**config.mk**
```make
export PLATFORM = sky130hd
export DESIGN_NAME = xcc_top
export DESIGN_NICKNAME = d
export VERILOG_FILES = /design/src/xcc_pkg.sv /design/src/xcc_top.sv /design/src/xcc_sat_counter.sv
export SDC_FILE = /design/constraint.sdc
export NUM_CORES = 1
export LEC_CHECK = 0
export BUFFER_PORTS_ARGS = -buffer_cell sky130_fd_sc_hd__clkbuf_2
export CAP_MARGIN = 20
export CORE_ASPECT_RATIO = 0.75
export CORE_MARGIN = 10
export CORE_UTILIZATION = 48
export DETAILED_ROUTE_END_ITERATION = 8
export GPL_TIMING_DRIVEN = 1
export HOLD_SLACK_MARGIN = 0.12
export PLACE_DENSITY = 0.76
export SLEW_MARGIN = 10
export SYNTH_ARGS = -nofsm -noshare
export SYNTH_HDL_FRONTEND = slang
export SYNTH_SLANG_ARGS = --single-unit
```
**constraint.sdc**
```tcl
create_clock -name CLK -period 3.6 [get_ports CLK]
set_input_delay 0.54 -clock CLK [delete_from_list [all_inputs] [get_ports CLK]]
set_output_delay 0.54 -clock CLK [all_outputs]
set_load 0.005 [all_outputs]
```
**src/xcc_pkg.sv**
```systemverilog
// xcc_pkg: register map, field layout, reset values and flush sizing for the
// execute-in-place cache control and counter block.
// assumes: one system clock; apb data 32 bits; byte addresses decoded whole.
package xcc_pkg;

  // ==========================================================================
  // register map
  localparam logic [31:0] XCC_BASE_ADDR    = 32'h1400_0000;
  localparam int          XCC_OFS_W        = 5;
  localparam logic [4:0]  OFS_CONTROL      = 5'h00;
  localparam logic [4:0]  OFS_INVALIDATE   = 5'h04;
  localparam logic [4:0]  OFS_STATUS       = 5'h08;
  localparam logic [4:0]  OFS_HIT_CNT      = 5'h0c;
  localparam logic [4:0]  OFS_ACC_CNT      = 5'h10;
  localparam logic [4:0]  OFS_STREAM_ADDR  = 5'h14;
  localparam logic [4:0]  OFS_STREAM_CNT   = 5'h18;
  localparam logic [4:0]  OFS_STREAM_QUEUE = 5'h1c;

  // ==========================================================================
  // control fields
  localparam int   CTL_EN_BIT       = 0;
  localparam int   CTL_BADWR_BIT    = 1;
  localparam int   CTL_PD_BIT       = 3;
  localparam logic CTL_EN_RST       = 1'b1;
  localparam logic CTL_BADWR_RST    = 1'b1;
  localparam logic CTL_PD_RST       = 1'b0;
  localparam int   INV_GO_BIT       = 0;
  localparam int   STS_READY_BIT    = 0;
  localparam int   STS_EMPTY_BIT    = 1;
  localparam int   STS_FULL_BIT     = 2;

  // ==========================================================================
  // stream fields
  localparam int          STREAM_ADDR_LSB  = 2;
  localparam int          STREAM_CNT_W     = 22;
  localparam logic [29:0] STREAM_ADDR_RST  = 30'h0000_0000;
  localparam logic [21:0] STREAM_CNT_RST   = 22'h00_0000;

  // ==========================================================================
  // counters
  localparam int          CNT_W   = 32;
  localparam logic [31:0] CNT_MAX = 32'hffff_ffff;
  localparam logic [31:0] CNT_RST = 32'h0000_0000;

  // ==========================================================================
  // xip alias codes (address bits 26:24 of the xip window)
  localparam logic [2:0] ALIAS_CACHE_ALLOC   = 3'h0;
  localparam logic [2:0] ALIAS_CACHE_NOALLOC = 3'h1;
  localparam logic [2:0] ALIAS_NOCACHE_ALLOC = 3'h2;
  localparam logic [2:0] ALIAS_NOCACHE_NOAL  = 3'h3;
  localparam logic [2:0] ALIAS_SRAM          = 3'h5;

  // ==========================================================================
  // flush: one tag set cleared per cycle
  localparam int                FLUSH_SETS  = 1024;
  localparam int                FLUSH_IDX_W = $clog2(FLUSH_SETS);
  localparam logic [FLUSH_IDX_W-1:0] FLUSH_IDX_LAST = FLUSH_IDX_W'(FLUSH_SETS - 1);
  localparam logic [FLUSH_IDX_W-1:0] FLUSH_IDX_RST  = '0;

  typedef enum logic [1:0] {
    FL_IDLE  = 2'b00,
    FL_CLEAR = 2'b01,
    FL_DONE  = 2'b11
  } xcc_flush_t;

endpackage

```
**src/xcc_top.sv**
```systemverilog
// xcc_top: control, status, flush sequencing and performance counting for an
// execute-in-place flash cache, with an apb register slave.
// assumes: tag ram, data ram, flash path and stream engine sit outside on CLK;
// tag hit is valid combinationally in the cycle an xip access is offered.
//
// Behaviour
// RL1: both performance counters are 32 bits and stick at all ones.
// RL2: any write to a counter clears it to zero, or to one if that counter also counts in the same cycle.
// RL3: access counter counts every xip read through any flash alias, not writes.
// RL4: hit counter counts every access served from cached data.
// RL5: registers sit at base 0x14000000, eight words at offsets 0x00 to 0x1c.
// RL6: power-down bit powers cache memories down; contents kept, no access. A flush still clears tags (TAG_CLR_EN) while powered down.
// RL7: writing power-down as one forces the enable bit to zero.
// RL8: sram alias access while powered down ends with bus error.
// RL9: with bad-write fault set, writes outside caching-allocating alias fault.
// RL10: with bad-write fault clear, such writes complete and do nothing.
// RL11: writes to caching-allocating alias invalidate a matching entry only while the cache is enabled.
// RL12: cache disabled means every xip read through a flash alias goes to flash without lookup.
// RL13: enabled cacheable accesses look up and skip flash on valid hit.
// RL14: enabled cache makes sram alias accesses error, data memory untouched.
// RL15: writing one to invalidate bit starts a tag-only flush; bit self-clears.
// RL16: flush and reset never touch data memory contents.
// RL17: reading invalidate register stalls apb until the flush is done.
// RL18: software may instead poll the flush-ready status bit.
// RL19: flush steps an index through all 1024 sets, just over 1024 cycles.
// RL20: flush-ready reads zero during a flush; a flush runs out of reset.
`timescale 1ns/1ps
module xcc_top
  import xcc_pkg::*;
(
  // clock and reset
  input  wire logic                   CLK,
  input  wire logic                   RSTN,
  // apb slave
  input  wire logic                   PSEL,
  input  wire logic                   PENABLE,
  input  wire logic                   PWRITE,
  input  wire logic [31:0]            PADDR,
  input  wire logic [31:0]            PWDATA,
  output logic [31:0]                 PRDATA,
  output logic                        PREADY,
  output logic                        PSLVERR,
  // xip access offer from the bus side
  input  wire logic                   XIP_VALID,
  input  wire logic                   XIP_WRITE,
  input  wire logic [2:0]             XIP_ALIAS,
  input  wire logic                   XIP_TAG_HIT,
  output logic                        XIP_READY,
  output logic                        XIP_ERR,
  // routing of the accepted access
  output logic                        CACHE_LOOKUP,
  output logic                        CACHE_INVAL,
  output logic                        FLASH_READ,
  output logic                        SRAM_ACCESS,
  // cache memory control
  output logic                        MEM_POWER_DOWN,
  output logic                        TAG_CLR_EN,
  output logic [FLUSH_IDX_W-1:0]      TAG_CLR_INDEX,
  // stream engine side
  output logic [31:0]                 STREAM_START_ADDR,
  output logic [STREAM_CNT_W-1:0]     STREAM_WORD_COUNT,
  output logic                        STREAM_COUNT_WR,
  output logic                        STREAM_QUEUE_POP,
  input  wire logic [31:0]            STREAM_QUEUE_DATA,
  input  wire logic                   STREAM_QUEUE_EMPTY,
  input  wire logic                   STREAM_QUEUE_FULL
);

  // ==========================================================================
  // apb decode
  logic                 in_window;
  logic [XCC_OFS_W-1:0] ofs;
  logic                 setup_ph;
  logic                 access_ph;
  logic                 wr_take;
  logic                 rd_take;
  logic                 flush_busy;

  assign in_window = PADDR[31:XCC_OFS_W] == XCC_BASE_ADDR[31:XCC_OFS_W]; // see RL5
  assign ofs       = PADDR[XCC_OFS_W-1:0];
  assign setup_ph  = PSEL && !PENABLE;
  assign access_ph = PSEL && PENABLE;

  // unaligned or out-of-window addresses are refused
  logic mapped;
  assign mapped = in_window && (ofs inside {OFS_CONTROL, OFS_INVALIDATE, OFS_STATUS,
                  OFS_HIT_CNT, OFS_ACC_CNT, OFS_STREAM_ADDR, OFS_STREAM_CNT, OFS_STREAM_QUEUE});

  // only a read of the invalidate register waits for the flush
  assign PREADY  = !(access_ph && !PWRITE && mapped && ofs == OFS_INVALIDATE
                     && flush_busy);                      // see RL17
  assign PSLVERR = access_ph && !mapped;                  // see RL5
  assign wr_take = access_ph && PWRITE && PREADY && mapped;
  assign rd_take = access_ph && !PWRITE && PREADY && mapped;

  // ==========================================================================
  // control register
  logic en_q;
  logic en_d;
  logic badwr_q;
  logic badwr_d;
  logic pd_q;
  logic pd_d;

  always_comb begin
    en_d    = en_q;
    badwr_d = badwr_q;
    pd_d    = pd_q;
    if (wr_take && ofs == OFS_CONTROL) begin
      pd_d    = PWDATA[CTL_PD_BIT];                       // see RL6
      badwr_d = PWDATA[CTL_BADWR_BIT];
      en_d    = PWDATA[CTL_EN_BIT] && !PWDATA[CTL_PD_BIT]; // see RL7
    end
  end

  always_ff @(posedge CLK or negedge RSTN) begin
    if (!RSTN) begin
      en_q    <= CTL_EN_RST;
      badwr_q <= CTL_BADWR_RST;
      pd_q    <= CTL_PD_RST;
    end else begin
      en_q    <= en_d;
      badwr_q <= badwr_d;
      pd_q    <= pd_d;
    end
  end

  assign MEM_POWER_DOWN = pd_q;                           // see RL6

  // ==========================================================================
  // flush sequencer: clears tag sets only, data memory has no port here
  xcc_flush_t               fl_state_q;
  xcc_flush_t               fl_state_d;
  logic [FLUSH_IDX_W-1:0]   fl_idx_q;
  logic [FLUSH_IDX_W-1:0]   fl_idx_d;
  logic                     fl_start;

  assign fl_start = wr_take && ofs == OFS_INVALIDATE && PWDATA[INV_GO_BIT]; // see RL15

  always_comb begin
    fl_state_d = fl_state_q;
    fl_idx_d   = fl_idx_q;
    unique case (fl_state_q)
      FL_IDLE: fl_idx_d = FLUSH_IDX_RST;
      FL_CLEAR: begin
        if (fl_idx_q == FLUSH_IDX_LAST) begin
          fl_state_d = FL_DONE;                           // see RL19
        end else begin
          fl_idx_d = fl_idx_q + FLUSH_IDX_W'(1);          // see RL19
        end
      end
      FL_DONE: begin
        fl_state_d = FL_IDLE;
        fl_idx_d   = FLUSH_IDX_RST;
      end
      default: begin
        fl_state_d = FL_IDLE;
        fl_idx_d   = FLUSH_IDX_RST;
      end
    endcase
    // a new request restarts the sweep from set zero
    if (fl_start) begin
      fl_state_d = FL_CLEAR;                              // see RL15
      fl_idx_d   = FLUSH_IDX_RST;
    end
  end

  always_ff @(posedge CLK or negedge RSTN) begin
    if (!RSTN) begin
      fl_state_q <= FL_CLEAR;                             // see RL20
      fl_idx_q   <= FLUSH_IDX_RST;
    end else begin
      fl_state_q <= fl_state_d;
      fl_idx_q   <= fl_idx_d;
    end
  end

  assign flush_busy    = fl_state_q != FL_IDLE;
  assign TAG_CLR_EN    = fl_state_q == FL_CLEAR;          // see RL16
  assign TAG_CLR_INDEX = fl_idx_q;

  // ==========================================================================
  // xip access routing; every alias is stalled while a flush runs
  logic acc_take;
  logic is_flash;
  logic is_cacheable;
  logic is_sram;
  logic hit;

  assign XIP_READY    = !flush_busy;
  assign acc_take     = XIP_VALID && XIP_READY;
  assign is_cacheable = XIP_ALIAS == ALIAS_CACHE_ALLOC || XIP_ALIAS == ALIAS_CACHE_NOALLOC;
  assign is_flash     = is_cacheable || XIP_ALIAS == ALIAS_NOCACHE_ALLOC
                        || XIP_ALIAS == ALIAS_NOCACHE_NOAL;
  assign is_sram      = XIP_ALIAS == ALIAS_SRAM;

  always_comb begin
    CACHE_LOOKUP = 1'b0;
    CACHE_INVAL  = 1'b0;
    FLASH_READ   = 1'b0;
    SRAM_ACCESS  = 1'b0;
    XIP_ERR      = 1'b0;
    hit          = 1'b0;
    if (acc_take) begin
      if (is_sram) begin
        // sram alias only works with the cache off and powered
        SRAM_ACCESS = !en_q && !pd_q;                     // see RL14
        XIP_ERR     = en_q || pd_q;                       // see RL8
      end else if (!is_flash) begin
        XIP_ERR = 1'b1;
      end else if (XIP_WRITE) begin
        if (XIP_ALIAS == ALIAS_CACHE_ALLOC) begin
          CACHE_INVAL = en_q;                             // see RL11
        end else begin
          XIP_ERR = badwr_q;                              // see RL9 RL10
        end
      end else begin
        CACHE_LOOKUP = en_q && is_cacheable;              // see RL12 RL13
        hit          = CACHE_LOOKUP && XIP_TAG_HIT;       // see RL13
        FLASH_READ   = !hit;                              // see RL12 RL13
      end
    end
  end

  // ==========================================================================
  // performance counters
  logic [CNT_W-1:0] hit_cnt;
  logic [CNT_W-1:0] acc_cnt;
  logic             acc_inc;

  assign acc_inc = acc_take && !XIP_WRITE && is_flash;    // see RL3

  xcc_sat_counter u_hit_cnt (
    .clk   (CLK),
    .rst_n (RSTN),
    .inc   (hit),                                         // see RL4
    .clr   (wr_take && ofs == OFS_HIT_CNT),               // see RL2
    .value (hit_cnt)
  );

  xcc_sat_counter u_acc_cnt (
    .clk   (CLK),
    .rst_n (RSTN),
    .inc   (acc_inc),
    .clr   (wr_take && ofs == OFS_ACC_CNT),               // see RL2
    .value (acc_cnt)
  );

  // ==========================================================================
  // stream registers, held here for the stream engine
  logic [29:0]             saddr_q;
  logic [29:0]             saddr_d;
  logic [STREAM_CNT_W-1:0] scnt_q;
  logic [STREAM_CNT_W-1:0] scnt_d;

  always_comb begin
    saddr_d = saddr_q;
    scnt_d  = scnt_q;
    if (wr_take && ofs == OFS_STREAM_ADDR) begin
      saddr_d = PWDATA[31:STREAM_ADDR_LSB];
    end
    if (wr_take && ofs == OFS_STREAM_CNT) begin
      scnt_d = PWDATA[STREAM_CNT_W-1:0];
    end
  end

  always_ff @(posedge CLK or negedge RSTN) begin
    if (!RSTN) begin
      saddr_q <= STREAM_ADDR_RST;
      scnt_q  <= STREAM_CNT_RST;
    end else begin
      saddr_q <= saddr_d;
      scnt_q  <= scnt_d;
    end
  end

  assign STREAM_START_ADDR = {saddr_q, 2'b00};
  assign STREAM_WORD_COUNT = scnt_q;
  assign STREAM_COUNT_WR   = wr_take && ofs == OFS_STREAM_CNT;
  assign STREAM_QUEUE_POP  = rd_take && ofs == OFS_STREAM_QUEUE;

  // ==========================================================================
  // read data, captured in the setup phase and held through the access phase
  logic [31:0] rdata_q;
  logic [31:0] rdata_d;
  logic [31:0] rmux;

  always_comb begin
    rmux = 32'h0000_0000;
    unique case (ofs)
      OFS_CONTROL: begin
        rmux[CTL_EN_BIT]    = en_q;
        rmux[CTL_BADWR_BIT] = badwr_q;
        rmux[CTL_PD_BIT]    = pd_q;
      end
      OFS_STATUS: begin
        rmux[STS_READY_BIT] = !flush_busy;                // see RL20 RL18
        rmux[STS_EMPTY_BIT] = STREAM_QUEUE_EMPTY;
        rmux[STS_FULL_BIT]  = STREAM_QUEUE_FULL;
      end
      OFS_HIT_CNT:      rmux = hit_cnt;
      OFS_ACC_CNT:      rmux = acc_cnt;
      OFS_STREAM_ADDR:  rmux = {saddr_q, 2'b00};
      OFS_STREAM_CNT:   rmux = {{(32-STREAM_CNT_W){1'b0}}, scnt_q};
      OFS_STREAM_QUEUE: rmux = STREAM_QUEUE_DATA;
      default:          rmux = 32'h0000_0000;
    endcase
    rdata_d = rdata_q;
    if (setup_ph && !PWRITE) begin
      rdata_d = (mapped) ? rmux : 32'h0000_0000;
    end
  end

  always_ff @(posedge CLK or negedge RSTN) begin
    if (!RSTN) begin
      rdata_q <= 32'h0000_0000;
    end else begin
      rdata_q <= rdata_d;
    end
  end

  assign PRDATA = rdata_q;
endmodule

```
**src/xcc_sat_counter.sv**
```systemverilog
// xcc_sat_counter: 32-bit event counter that sticks at all ones.
// assumes: inc and clr are single-cycle pulses on the same clock.
`timescale 1ns/1ps
module xcc_sat_counter
  import xcc_pkg::*;
(
  // clock and reset
  input  wire logic             clk,
  input  wire logic             rst_n,
  // control
  input  wire logic             inc,
  input  wire logic             clr,
  // value
  output logic [CNT_W-1:0]      value
);

  logic [CNT_W-1:0] cnt_q;
  logic [CNT_W-1:0] cnt_d;

  // ==========================================================================
  // next value
  always_comb begin
    cnt_d = cnt_q;
    if (clr) begin
      cnt_d = inc ? CNT_W'(1) : CNT_RST;                  // see RL2
    end else if (inc && cnt_q != CNT_MAX) begin
      cnt_d = cnt_q + CNT_W'(1);                          // see RL1
    end
  end

  always_ff @(posedge clk or negedge rst_n) begin
    if (!rst_n) begin
      cnt_q <= CNT_RST;
    end else begin
      cnt_q <= cnt_d;
    end
  end

  assign value = cnt_q;
endmodule

```
Word level (Yosys, flattened, before mapping)
Cells that the tools add are included.
{"block": "op_classes", "n_eq_ne": 19, "n_addsub": 3, "mux": 41, "reduce_logical": 53}
{"operator": "2-to-1 mux 32 bit", "n": 5}
{"operator": "case mux 28 bit (5 select lines)", "n": 1}
{"operator": "adder 32 x 1 -> 32 bit, second input constant", "n": 2}
{"operator": "!= test 32 bit, second input constant", "n": 2}
{"operator": "logical AND 1 bit", "n": 31}
{"operator": "2-to-1 mux 10 bit", "n": 3}
{"operator": "== test 27 x 24 -> 1 bit, second input constant", "n": 1}
{"operator": "2-to-1 mux 1 bit", "n": 26}
{"operator": "== test 5 bit, second input constant", "n": 4}
{"operator": "case mux 1 bit (6 select lines)", "n": 2}
{"operator": "case mux 2 bit (6 select lines)", "n": 1}
{"operator": "adder 10 x 1 -> 10 bit, second input constant", "n": 1}
{"operator": "== test 10 bit, second input constant", "n": 1}
{"operator": "== test 5 x 4 -> 1 bit, second input constant", "n": 2}
{"operator": "logical NOT 1 bit", "n": 10}
{"operator": "nonzero test 8 bit", "n": 1}
{"operator": "== test 3 x 2 -> 1 bit, second input constant", "n": 2}
{"operator": "nonzero test 2 bit", "n": 3}
{"operator": "== test 5 x 3 -> 1 bit, second input constant", "n": 1}
{"operator": "logical NOT 5 bit", "n": 1}
{"operator": "logical OR 1 bit", "n": 4}
{"operator": "2-to-1 mux 2 bit", "n": 2}
{"operator": "case mux 2 bit (2 select lines)", "n": 1}
{"operator": "== test 3 x 1 -> 1 bit, second input constant", "n": 1}
{"operator": "other kinds (8)", "n": 8}
{"block": "totals", "input_bits": 109, "reg_bits": 163, "elab_cells": 126, "output_inout_bits": 108}

Logic depth before layout (Yosys ltp)
Gate-level depths: netlist of the first run.
{"block": "logic_depth", "ltp_word": 13, "ltp_mapped": 8, "mapped_depth_nobuf": 6}

Cells and area by module
A second synthesis of the first run with hierarchy kept.
{"block": "unflattened", "hier_cells": 876, "area_unflattened_um2": 9063.7}
{"module": "xcc_top", "seq_area_each_um2": 2481.1, "instances": 1, "cells_per_inst": 486, "area_per_inst_um2": 5567.8}
{"module": "xcc_sat_counter", "seq_area_each_um2": 800.8, "instances": 2, "cells_per_inst": 195, "area_per_inst_um2": 1747.9}

Worst setup path before layout of the first run
No wires, ideal clock.
{"block": "synth_path", "path_type": "input -> output", "from": "in PADDR[1]", "to": "out PREADY", "path_stages": 6, "required_time_ns": 3.060, "path_slack_ns": 1.080, "n_path_buf": 1, "arrival_time_ns": 1.980, "path_cell_list": "or2_2 > clkbuf_1 > nor3b_1 > and2_1 > o21ai_0 > or4_1"}
{"block": "synth_via", "elab_chain_cells": 7, "elab_cells_between_ends": 14, "cone_classes": "eq/ne: 7; reduce/logical: 7"}
{"element": "from (decl)", "line": "xcc_top.sv:38", "source": "input wire logic [31:0] PADDR,"}
{"element": "== test 5 x 3 -> 1 bit (tied with other cells)", "line": "xcc_top.sv:86, xcc_top.sv:90"}
{"element": "nonzero test 8 bit", "line": "xcc_top.sv:86", "source": "assign mapped = in_window && (ofs inside {OFS_CONTROL, OFS_INVALIDATE, OFS_STATUS,"}
{"element": "logical AND 1 bit", "line": "xcc_top.sv:86"}
{"element": "logical AND 1 bit", "line": "xcc_top.sv:90", "source": "assign PREADY = !(access_ph && !PWRITE && mapped && ofs == OFS_INVALIDATE"}
{"element": "logical AND 1 bit (*)", "line": "xcc_top.sv:90"}
{"element": "logical AND 1 bit (*)", "line": "xcc_top.sv:91", "source": "&& flush_busy);"}
{"element": "logical NOT 1 bit (*)", "line": "xcc_top.sv:90"}
{"element": "to (decl)", "line": "xcc_top.sv:41", "source": "output logic PREADY,"}
Mark *: on every way between the ends. The rest lies on a longest branch, timed or not.

Worst setup path in the final report of the first run
{"block": "layout_path", "from": "in PADDR[23]", "to": "out PREADY"}
{"block": "layout_via", "elab_chain_cells": 6}
{"element": "== test 27 x 24 -> 1 bit", "line": "xcc_top.sv:79", "source": "assign in_window = PADDR[31:XCC_OFS_W] == XCC_BASE_ADDR[31:XCC_OFS_W];"}
{"element": "logical AND 1 bit", "line": "xcc_top.sv:86"}
{"element": "logical AND 1 bit (2 in series)", "line": "xcc_top.sv:90"}
{"element": "logical AND 1 bit", "line": "xcc_top.sv:91"}
{"element": "logical NOT 1 bit", "line": "xcc_top.sv:90"}
No other way between the ends.

==> results of run 1 <==
-- power groups by stage --
| stage | combinational (W) | sequential, W | clock (W) |
|---|---|---|---|
| CTS | 0.000242 | 0.00188 | 0.00195 |
| global route | 0.000274 | 0.00189 | 0.00203 |
| floorplan | 0.0000986 | 0.00190 | 0 |
| detailed placement | 0.000240 | 0.00192 | 0 |
| global placement | 0.000235 | 0.00192 | 0 |
| finish | 0.000243 | 0.00188 | 0.00194 |
-- cell type report --
type                       count  area (um^2)  area share (%)
timing repair buffer         236         1250            11.9
sequential                   163         4080            38.7
antenna                        2         5.00          0.0474
inverter                      14         52.6           0.498
clock buffer                  19          453            4.29
multi-input combinational    616         4240            40.1
tap                          242          303            2.87
clock inverter                13          173            1.64
-- metrics by stage --
step	instance area [um^2]	utilization, %	setup slack (ns)
after global routing	10600	60.2	0.592
after detailed placement	9930	56.6	0.788
after global placement	9930	56.6	0.841
after CTS	10600	60.1	0.777
after floorplan	8560	-	1.08
final	10600	60.2	0.764
-- Yosys cell counts (21+ instances only) --
library cell and instances:
sky130_fd_sc_hd__nand3_1 32, sky130_fd_sc_hd__mux2_2 57, sky130_fd_sc_hd__a22o_1 22, sky130_fd_sc_hd__dfrtp_1 160, sky130_fd_sc_hd__clkbuf_1 36, sky130_fd_sc_hd__or3_1 32, sky130_fd_sc_hd__o21ai_0 52, sky130_fd_sc_hd__nand2_1 55
sky130_fd_sc_hd__nand4_1 23, sky130_fd_sc_hd__a21oi_1 61, sky130_fd_sc_hd__nor2_1 45, sky130_fd_sc_hd__a222oi_1 21
-- worst paths after layout --
path	startpoint	to	depth (start not counted)
hold / removal	RSTN	STREAM_WORD_COUNT[7]	1
hold reg to reg	PRDATA[2]	PRDATA[2]	2
setup / recovery	PADDR[23]	PREADY	6
max in group asynchronous	RSTN	badwr_q	2
min in group CLK	PWDATA[24]	saddr_q[22]	2
setup reg to reg	fl_state_q[1]	u_hit_cnt.value[31]	5
-- cell families after synthesis --
| group | Yosys count | synth area share, % |
|---|---|---|
| buffers and inverters | 68 | 3.33 |
| adder cells (fa/ha/maj) | 3 | 0.439 |
| multiplexers | 63 | 8.20 |
| AO/OA/AOI/OAI | 248 | 19.7 |
| AND/OR/NAND/NOR | 282 | 18.7 |
| XOR/XNOR | 18 | 1.84 |
| flip-flops | 163 | 47.7 |
| other | 1 | 0.0438 |
-- layer usage --
layer,vias to the layer above,GRT usage (%)
li1,3685,-
met1,4019,31.9
met2,440,38.0
met3,45,5.88
met4,0,6.40
met5,-,0
-- layout by cell type, fill, tap and decap left out, drive strengths merged, types with 7 or more instances in the layout --
cell type  count
inv           18
dfrtp        160
buf           23
and4           8
o31ai         12
a22oi         19
a221oi        11
or4           19
nor2          45
or3           32
a222oi        21
and3           8
a22o          22
nand4         23
nor4          21
nand3         32
nor3          10
xor2          12
a21oi         61
o211ai         7
clkbuf       232
o21ai         63
and2           8
mux2          57
nand2         56
-- critical path: stages --
cell                       delay, ns
sky130_fd_sc_hd__clkbuf_2       0.08
sky130_fd_sc_hd__nor4b_1        0.38
sky130_fd_sc_hd__and4_1         0.42
sky130_fd_sc_hd__nand2_1        0.18
sky130_fd_sc_hd__or4_1          0.55
sky130_fd_sc_hd__clkbuf_2       0.14
-- flip-flops by register name (all words and copies together) (netlist names) --
register / count
MEM_POWER_DOWN: 1
PRDATA: 32
STREAM_WORD_COUNT: 22
TAG_CLR_INDEX: 10
badwr_q: 1
en_q: 1
fl_state_q: 2
saddr_q: 30
u_acc_cnt.value: 32
u_hit_cnt.value: 32
==> reports/qor.yml, run 1 <==
outcome:
  run_status: "finished clean"
route:
  remaining_drc_errors: 0
  met2_wirelength_um: 13600
  highest-signal-layer: "met4"
  detailedRoute.firstPassIterationCount: 6
  drt-met1-wl_um: 11900
  route.vias.total: 8189
  vias_per_cell: 6.28
  drt-initial-drc-count: 1165
  final_antenna_net_count: 0
  routed-wl-met3_um: 2670
  finalWirelength_um: 28700
  wire_per_inst_um: 22.0
global_route:
  vias_in_the_first_global_route: 8111
  grt_antenna_before_repair: 1
  global_route.overflow_total: 0
  grt_max_degree: 74
  global_route.usage.total_pct: 23.9
  grt_pass1_wl_um: 45200
power:
  pwr-share-seq_pct: 46.3
  p_int_w: 0.00309
  finalPower_w: 0.00407
  combPwrFrac_pct: 6.0
  ir_worst_vdd_uv: 295
  clkPwrFrac_pct: 47.8
  power.static_leakage_nw: 4.83
  power_switching_share_pct: 24.2
  ratio_of_total_power_to_cell_area_nw_per_um2: 386
  p_sw_w: 0.000986
die:
  chipHeight_um: 136
  die_width_um: 174
  initial_utilization_pct: 48.8
  core_area_um2: 17600
  floorplan.die_area_um2: 23600
  ports_placed_on_the_boundary: 217
  floorplan.rows: 42
timing:
  skew_ns: 0.00910
  finalSetupTns_ns: 0
  worstMarginPinSlew_ns: 0.895
  timing.hold.ws_ns: 0.117
  max_slew_margin_pct: 40.2
  timing.final.crit_share_pct: 78.8
  drv_slew: 0
  timing.final.crit_period_ns: 2.84
  finalSetupViolCount: 0
  fmaxAchievable_mhz: 353
  final_hold_viol_count: 0
  grt_setup_unrepaired: "no"
place:
  placed_cells: 1271
  routabilityCongestion: 0.911
  io_buffers: 214
  half_perimeter_wire_length_of_the_detailed_placement_result_um: 21500
clock_tree:
  cts-resized-gates: 0
  numClockSinks: 163
  cts.repair_timing.setup_buffer_count: 0
  cts_inserted_buffers: 17
  cts.htree.levels: 4
  tritoncts: "built"
  cts.root.buffer_cell: "sky130_fd_sc_hd__clkbuf_16"
  worstSkewPairLatency_ns: 0.44
  clkTransAtPathRegs_ns: 0.06
  postCtsHoldBufs: 0
  maximum_number_of_buffers_from_clock_root_to_sink: 2
finish:
  final_layout_size_suffix_gt1_share_pct: 32.9
  nFillCells: 1584
  final-instance-count-excl-fill: 1305
  finalNetCount: 1160
  areaGrowthSynthToFinish_pct: 23.4
setup_path:
  worst-path-max-fanout: 5
  cp_data_arrival_time_ns: 2.30
  worst_setup_path_end_kind: "output pin"
  cp.required_ns: 3.06
  startpoint_to_endpoint_class_of_the_critical_path: "primary input to output pin"
  worstSetupStartpointType: "primary input"
  r2r_slack_ns: 0.91
job:
  max_cap_violations: 0
logic_synthesis:
  post_synth.cell_area_avg_um2: 10.1
  yosys.area.top_type: "sky130_fd_sc_hd__dfrtp_1"
  synth-async-reset-ratio_pct: 100
  synth-seq-area-share_pct: 47.7
  synth_seq_cells: 163
  post_synth_num_cell_types: 66
  post_synth_inst_count: 846
  synthesis.yosys.warnings: 0
  synth_flop_cell: "sky130_fd_sc_hd__dfrtp_1"
  post_synth_instance_area_um2: 8560
  synth-edff-count: 0
  synth_largest_type_area_fraction_pct: 46.8
  synth.area.top_cells: "sky130_fd_sc_hd__dfrtp_1, sky130_fd_sc_hd__mux2_2, sky130_fd_sc_hd__a21oi_1"
worst_hold_path:
  worstHoldPathType: "primary input to asynchronous set/reset pin"
(Power assumes the default switching activity.)
==> inputs of run 2 (changes only) <==
==> constraint.sdc (replaced) <==
create_clock -name CLK -period 2.7 [get_ports CLK]
set_input_delay 0.405 -clock CLK [delete_from_list [all_inputs] [get_ports CLK]]
set_output_delay 0.405 -clock CLK [all_outputs]
set_load 0.005 [all_outputs]
==> run 2 against run 1 <==
Worst hold slack gained 0.090 ns. Register-to-register slack lost 0.77 ns. Routed wire length grew 2.8%. Sequential share of layout area shrank 0.93 points. Setup slack lost 0.63 ns. Final cell count grew 1.3%. Power grew 38%. Die area is the same. Critical path type unchanged. Critical endpoint unchanged.
==> reports/qor.yml, run 2 (synthesized netlist as in run 1, its figures left out) <==
die:
  ports_placed_on_the_boundary: 217  # unchanged
  floorplan.rows: 42  # unchanged
  die_width_um: 174  # unchanged
  initial_utilization_pct: 48.8  # unchanged
  core_area_um2: 17600  # unchanged
  chipHeight_um: 136  # unchanged
  floorplan.die_area_um2: 23600  # unchanged
route:
  remaining_drc_errors: 0  # unchanged
  vias_per_cell: 6.28  # +0.14%
  drt-initial-drc-count: 1272  # +9.2%
  final_antenna_net_count: 0  # unchanged
  wire_per_inst_um: 22.4  # +1.5%
  route.vias.total: 8307  # +1.4%
  detailedRoute.firstPassIterationCount: 6  # unchanged
  finalWirelength_um: 29600  # +2.8%
finish:
  multi_input_area_um2: 4240  # +0.15%
  postLayoutCellArea_um2: 10800  # +2.5%
  final_layout_size_suffix_gt1_share_pct: 33.9  # +1.0 points
  areaGrowthSynthToFinish_pct: 26.4
  finalNetCount: 1179  # +1.6%
  nFillCells: 1481  # -6.5%
  ff_latch_area_um2: 4080  # unchanged
  finalCoreUtilization_pct: 61.6  # +1.5 points
  most_frequent_cells_in_the_layout: "sky130_fd_sc_hd__clkbuf_2, sky130_fd_sc_hd__dfrtp_1, sky130_fd_sc_hd__a21oi_1, sky130_fd_sc_hd__mux2_2, sky130_fd_sc_hd__nand2_1"
  layout.cells.most_common: "sky130_fd_sc_hd__clkbuf_2"
clock_tree:
  cts.htree.levels: 4  # unchanged
  tritoncts: "built"
  numClockSinks: 163  # unchanged
  maximum_number_of_buffers_from_clock_root_to_sink: 2  # unchanged
  cts_inserted_buffers: 17  # unchanged
  cts.root.buffer_cell: "sky130_fd_sc_hd__clkbuf_16"
  clkTransAtPathRegs_ns: 0.06  # about the same
  worstSkewPairLatency_ns: 0.43  # about the same
power:
  power.static_leakage_nw: 4.96  # +2.6%
  finalPower_w: 0.00562  # +38%
  ratio_of_total_power_to_cell_area_nw_per_um2: 520  # +35%
  ir_worst_vdd_uv: 428  # +45%
global_route:
  grt_antenna_before_repair: 1  # unchanged
  grt_max_degree: 64  # -14%
  grt_pass1_wl_um: 45500  # +0.78%
  vias_in_the_first_global_route: 8083  # -0.35%
  global_route.overflow_total: 0  # unchanged
  global_route.usage.total_pct: 24.2  # +0.30 points
outcome:
  run_status: "finished clean"
job:
  max_cap_violations: 0  # unchanged
place:
  half_perimeter_wire_length_of_the_detailed_placement_result_um: 22000  # +2.5%
  dpl_worst_slack_ns: 0.0847  # -0.703 ns
  routabilityCongestion: 0.928  # +1.8%
  io_buffers: 214  # unchanged
  placed_cell_area_um2: 10100  # +2.0%
setup_path:
  cp_slowest_stage_delay_ns: 0.52  # -0.03 ns
  r2r_slack_ns: 0.14  # -0.77 ns
  cp.required_ns: 2.30  # -0.76 ns
  cp_data_arrival_time_ns: 2.17  # -0.13 ns
  critPathSlowestCell: "sky130_fd_sc_hd__or4_1"
  r2r-start: "fl_state_q[1]"
  worst_setup_path_end_kind: "output pin"
  rr_worst_depth: 5  # unchanged
  worst-path-max-fanout: 5  # unchanged
  worst_path_most_repeated_cell: "sky130_fd_sc_hd__clkbuf_2"
  startpoint_to_endpoint_class_of_the_critical_path: "primary input to output pin"
  critical_path.reg2reg.endpoint: "u_hit_cnt.value[19]"
  worstSetupStartpointType: "primary input"
  critical_path.cell_chain: "clkbuf_2 > nor4_1 > and4_1 > nand2_1 > or4_1 > clkbuf_2"
timing:
  timing.final.crit_share_pct: 95.2
  drv_slew: 0  # unchanged
  grt_setup_unrepaired: "no"
  max_slew_margin_pct: 49.0  # +8.8 points
  fmaxAchievable_mhz: 389
  skew_ns: 0.00735  # -0.00175 ns
  final_hold_viol_count: 0  # unchanged
  timing.final.crit_period_ns: 2.57
  worstMarginPinSlew_ns: 0.758  # -0.137 ns
  finalSetupTns_ns: 0  # unchanged
  setup_slack_ns: 0.129  # -0.635 ns
  finalSetupViolCount: 0  # unchanged
worst_hold_path:
  min_delay_path_depth: 2
  worstHoldPathType: "primary input to register"
  whs_endpoint: "saddr_q[29]"
  min-delay-start: "PWDATA[31]"
==> run 2: critical path, delay by kind of cell <==
kind | cells | cell delay [ns]
buf+inv | 2 | 0.22
simple gates | 4 | 1.54
==> run 2: report_power, final <==
part | leakage [nW] | internal (W) | switching (W)
Sequential | 2.25 | 0.00247 | 0.0000456
Combinational | 2.40 | 0.000136 | 0.000204
Clock | 0.309 | 0.00173 | 0.00104
Total | 4.96 | 0.00434 | 0.00129
==> run 2: how the worst max path moves through the flow <==
stage	startpoint	slack, ns	end
after global routing	fl_state_q[1]	0.006	u_hit_cnt.value[19]
after global placement	PADDR[7]	0.17	PREADY
after floorplan	PADDR[23]	0.41	STREAM_WORD_COUNT[13]
after detailed placement	PADDR[7]	0.08	PRDATA[28]
after CTS	PADDR[7]	0.12	PREADY
final	PADDR[16]	0.13	PREADY
==> run 2: timing repair <==
action,4_1_cts,5_1_grt
resized for setup,0,1
endpoints found under the hold margin,39,0
hold buffers,1,0
buffers inserted,0,1
endpoints found under the setup margin,0,3
==> run 2: layer usage <==
layer / track usage [%] / up-vias / part of all wire (%)
li1: - / 3707 / -
met2: 37.3 / 477 / 47
met4: 8.48 / 0 / 2.8
met5: 0 / - / 0
met3: 7.74 / 67 / 10
met1: 31.4 / 4056 / 41
==> run 2: final cells by class <==
| class | instances | area share, % |
|---|---|---|
| multi-input combinational | 616 | 39.2 |
| tap | 242 | 2.80 |
| clock buffer | 18 | 3.97 |
| timing repair buffer | 255 | 13.6 |
| sequential | 163 | 37.7 |
| inverter | 14 | 0.486 |
| antenna | 1 | 0.0231 |
| clock inverter | 13 | 2.15 |
==> run 2: through the flow <==
step / hold WS, ns / instances
after global routing: 0.195 / 1322
after global placement: 0.357 / 1288
after CTS: 0.199 / 1320
after floorplan: 0.109 / 847
after detailed placement: 0.355 / 1288
final: 0.207 / 1322
==> inputs of run 3 (changes only) <==
==> constraint.sdc (replaced) <==
create_clock -name CLK -period 2.7 [get_ports CLK]
set_input_delay 0.405 -clock CLK [delete_from_list [all_inputs] [get_ports CLK]]
set_output_delay 0.405 -clock CLK [all_outputs]
set_load 0.05 [all_outputs]
==> run 3 against run 2 <==
Setup slack lost 0.0062 ns. Clock skew grew 0.0021 ns. Power shrank 4.6%. Final cell count is essentially flat. Sequential share of layout area grew 0.21 points. Clock power shrank 9.7%. Design area shrank 0.57%. Worst hold slack lost 0.011 ns. Combinational power grew 3%. Critical path depth shrank 1. Critical path type is now register to register. Largest power group is now sequential cells.
==> reports/qor.yml, run 3 (synthesized netlist as in run 1, its figures left out) <==
outcome:
  run_status: "finished clean"
setup_path:
  worst-path-max-fanout: 22  # +17
  cp_data_arrival_time_ns: 2.94  # +0.77 ns
  cp.required_ns: 3.06  # +0.76 ns
  startpoint_to_endpoint_class_of_the_critical_path: "register to register"
  worstSetupStartpointType: "register"
  worst_setup_path_end_kind: "register"
finish:
  ff_latch_area_um2: 4080  # unchanged
  most_frequent_cells_in_the_layout: "sky130_fd_sc_hd__clkbuf_2, sky130_fd_sc_hd__dfrtp_1, sky130_fd_sc_hd__a21oi_1, sky130_fd_sc_hd__mux2_2, sky130_fd_sc_hd__nand2_1"
  nFillCells: 1492  # +0.74%
  multi_input_area_um2: 4280  # +0.80%
  postLayoutCellArea_um2: 10800  # -0.57%
  areaGrowthSynthToFinish_pct: 25.7
  finalNetCount: 1177  # -0.17%
  layout.cells.most_common: "sky130_fd_sc_hd__clkbuf_2"
  final_layout_size_suffix_gt1_share_pct: 34.0  # +0.12 points
  finalCoreUtilization_pct: 61.3  # -0.35 points
route:
  detailedRoute.firstPassIterationCount: 9  # +3
  vias_per_cell: 6.28  # -0.11%
  final_antenna_net_count: 0  # unchanged
  route.vias.total: 8292  # -0.18%
  remaining_drc_errors: 0  # unchanged
  finalWirelength_um: 29200  # -1.1%
  drt-initial-drc-count: 1099  # -14%
  wire_per_inst_um: 22.1  # -1.0%
clock_tree:
  cts_inserted_buffers: 17  # unchanged
  cts.repair_timing.setup_buffer_count: 0  # unchanged
  maximum_number_of_buffers_from_clock_root_to_sink: 2  # unchanged
  cts.htree.levels: 4  # unchanged
  cts.root.buffer_cell: "sky130_fd_sc_hd__clkbuf_16"
  clkTransAtPathRegs_ns: 0.07  # about the same
  worstSkewPairLatency_ns: 0.44  # about the same
  tritoncts: "built"
  numClockSinks: 163  # unchanged
global_route:
  global_route.overflow_total: 0  # unchanged
  grt_pass1_wl_um: 46100  # +1.4%
  grt_antenna_before_repair: 2  # +1
  vias_in_the_first_global_route: 8082  # -0.012%
  grt_max_degree: 58  # -9.4%
  global_route.usage.total_pct: 24.4  # +0.26 points
place:
  routabilityCongestion: 0.947  # +2.1%
  half_perimeter_wire_length_of_the_detailed_placement_result_um: 21900  # -0.45%
  placed_cell_area_um2: 10100  # about the same
  io_buffers: 214  # unchanged
timing:
  drv_slew: 0  # unchanged
  final_hold_viol_count: 0  # unchanged
  max_slew_margin_pct: 45.7  # -3.3 points
  worstMarginPinSlew_ns: 0.807  # +0.0488 ns
  timing.final.crit_period_ns: 2.58  # +0.00616 ns
  timing.final.crit_share_pct: 95.5  # +0.23 points
  fmaxAchievable_mhz: 388  # -0.24%
  skew_ns: 0.00947  # +0.00212 ns
  grt_setup_unrepaired: "no"
  finalSetupViolCount: 0  # unchanged
power:
  pwr-share-seq_pct: 46.8  # +2.1 points
  power_switching_share_pct: 23.8  # +0.92 points
  power.static_leakage_nw: 4.95  # -0.26%
  p_int_w: 0.00409  # -5.7%
  p_sw_w: 0.00128  # -0.73%
  ir_worst_vdd_uv: 340  # -20%
  ratio_of_total_power_to_cell_area_nw_per_um2: 499  # -4.0%
  clkPwrFrac_pct: 46.7  # -2.5 points
  combPwrFrac_pct: 6.5  # +0.4 points
die:
  floorplan.rows: 42  # unchanged
  die_width_um: 174  # unchanged
  initial_utilization_pct: 48.8  # unchanged
  core_area_um2: 17600  # unchanged
  ports_placed_on_the_boundary: 217  # unchanged
  chipHeight_um: 136  # unchanged
  floorplan.die_area_um2: 23600  # unchanged
job:
  max_cap_violations: 0  # unchanged
worst_hold_path:
  worstHoldPathType: "primary input to register"
==> run 3: cell types whose count changed in the layout (fill, tap and decap cells not counted), moves of 2 or more <==
cell                         delta
sky130_fd_sc_hd__bufinv_16      -3
sky130_fd_sc_hd__clkinvlp_4     -2
sky130_fd_sc_hd__clkbuf_1       +2
sky130_fd_sc_hd__buf_12         -2
sky130_fd_sc_hd__clkinv_4       +3
==> run 3: critical path, cell delays in order (launching register included) <==
cell and delay (ns):
sky130_fd_sc_hd__dfrtp_1 0.46, sky130_fd_sc_hd__nor4b_1 0.41, sky130_fd_sc_hd__nand2_1 0.21, sky130_fd_sc_hd__a2111o_1 0.70, sky130_fd_sc_hd__or4_1 0.56, sky130_fd_sc_hd__a21oi_1 0.16
==> run 3: power groups by stage <==
stage | Clock [W] | Combinational (W) | Sequential, W
after floorplan | 0 | 0.000147 | 0.00254
after global placement | 0 | 0.000337 | 0.00255
after detailed placement | 0 | 0.000343 | 0.00255
after CTS | 0.00252 | 0.000346 | 0.00251
after global routing | 0.00264 | 0.000383 | 0.00251
final | 0.00250 | 0.000349 | 0.00251
==> run 3: layout make-up <==
cell class / count / area share, %
antenna: 1 / 0.0233
clock inverter: 11 / 1.43
multi-input combinational: 616 / 39.7
clock buffer: 21 / 4.19
inverter: 14 / 0.488
timing repair buffer: 253 / 13.4
tap: 242 / 2.81
sequential: 163 / 37.9
==> run 3: worst paths after layout <==
path / startpoint / end / slack, ns / depth (start not counted)
max in group asynchronous: RSTN / u_acc_cnt.value[20] / 1.40 / 3
min in group asynchronous: RSTN / saddr_q[8] / 0.51 / 2
worst min-delay path: PWDATA[29] / saddr_q[27] / 0.20 / 2
worst min register to register: PRDATA[25] / PRDATA[25] / 0.49 / 2
worst max register to register: fl_state_q[1] / u_hit_cnt.value[19] / 0.12 / 5
worst max-delay path: fl_state_q[1] / u_hit_cnt.value[19] / 0.12 / 5
==> run 3: stage by stage <==
stage          power [W]  TNS [ns]  instances  hold WS [ns]  setup slack (ns)
6_report         0.00537         0       1321         0.196             0.123
2_1_floorplan    0.00269    -0.140        847         0.109           -0.0874
3_3_place_gp     0.00289         0       1287         0.411             0.187
4_1_cts          0.00538         0       1320         0.190             0.120
5_1_grt          0.00554         0       1321         0.193            0.0102
3_5_place_dp     0.00290   -0.0988       1287         0.405           -0.0239
==> run 3: repair_timing <==
action	in CTS	in global routing
setup endpoints to repair	1	2
pin swaps	0	2
hold buffers	1	0
gates resized for setup	1	2
endpoints found under the hold margin	53	0
==> run 3: routing by layer <==
layer | vias to the layer above | track usage, % | share of wire [%]
li1 | 3714 | - | -
met1 | 4039 | 32.9 | 41
met2 | 473 | 36.7 | 46
met3 | 66 | 8.02 | 11
met4 | 0 | 7.44 | 2.4
met5 | - | 0 | 0
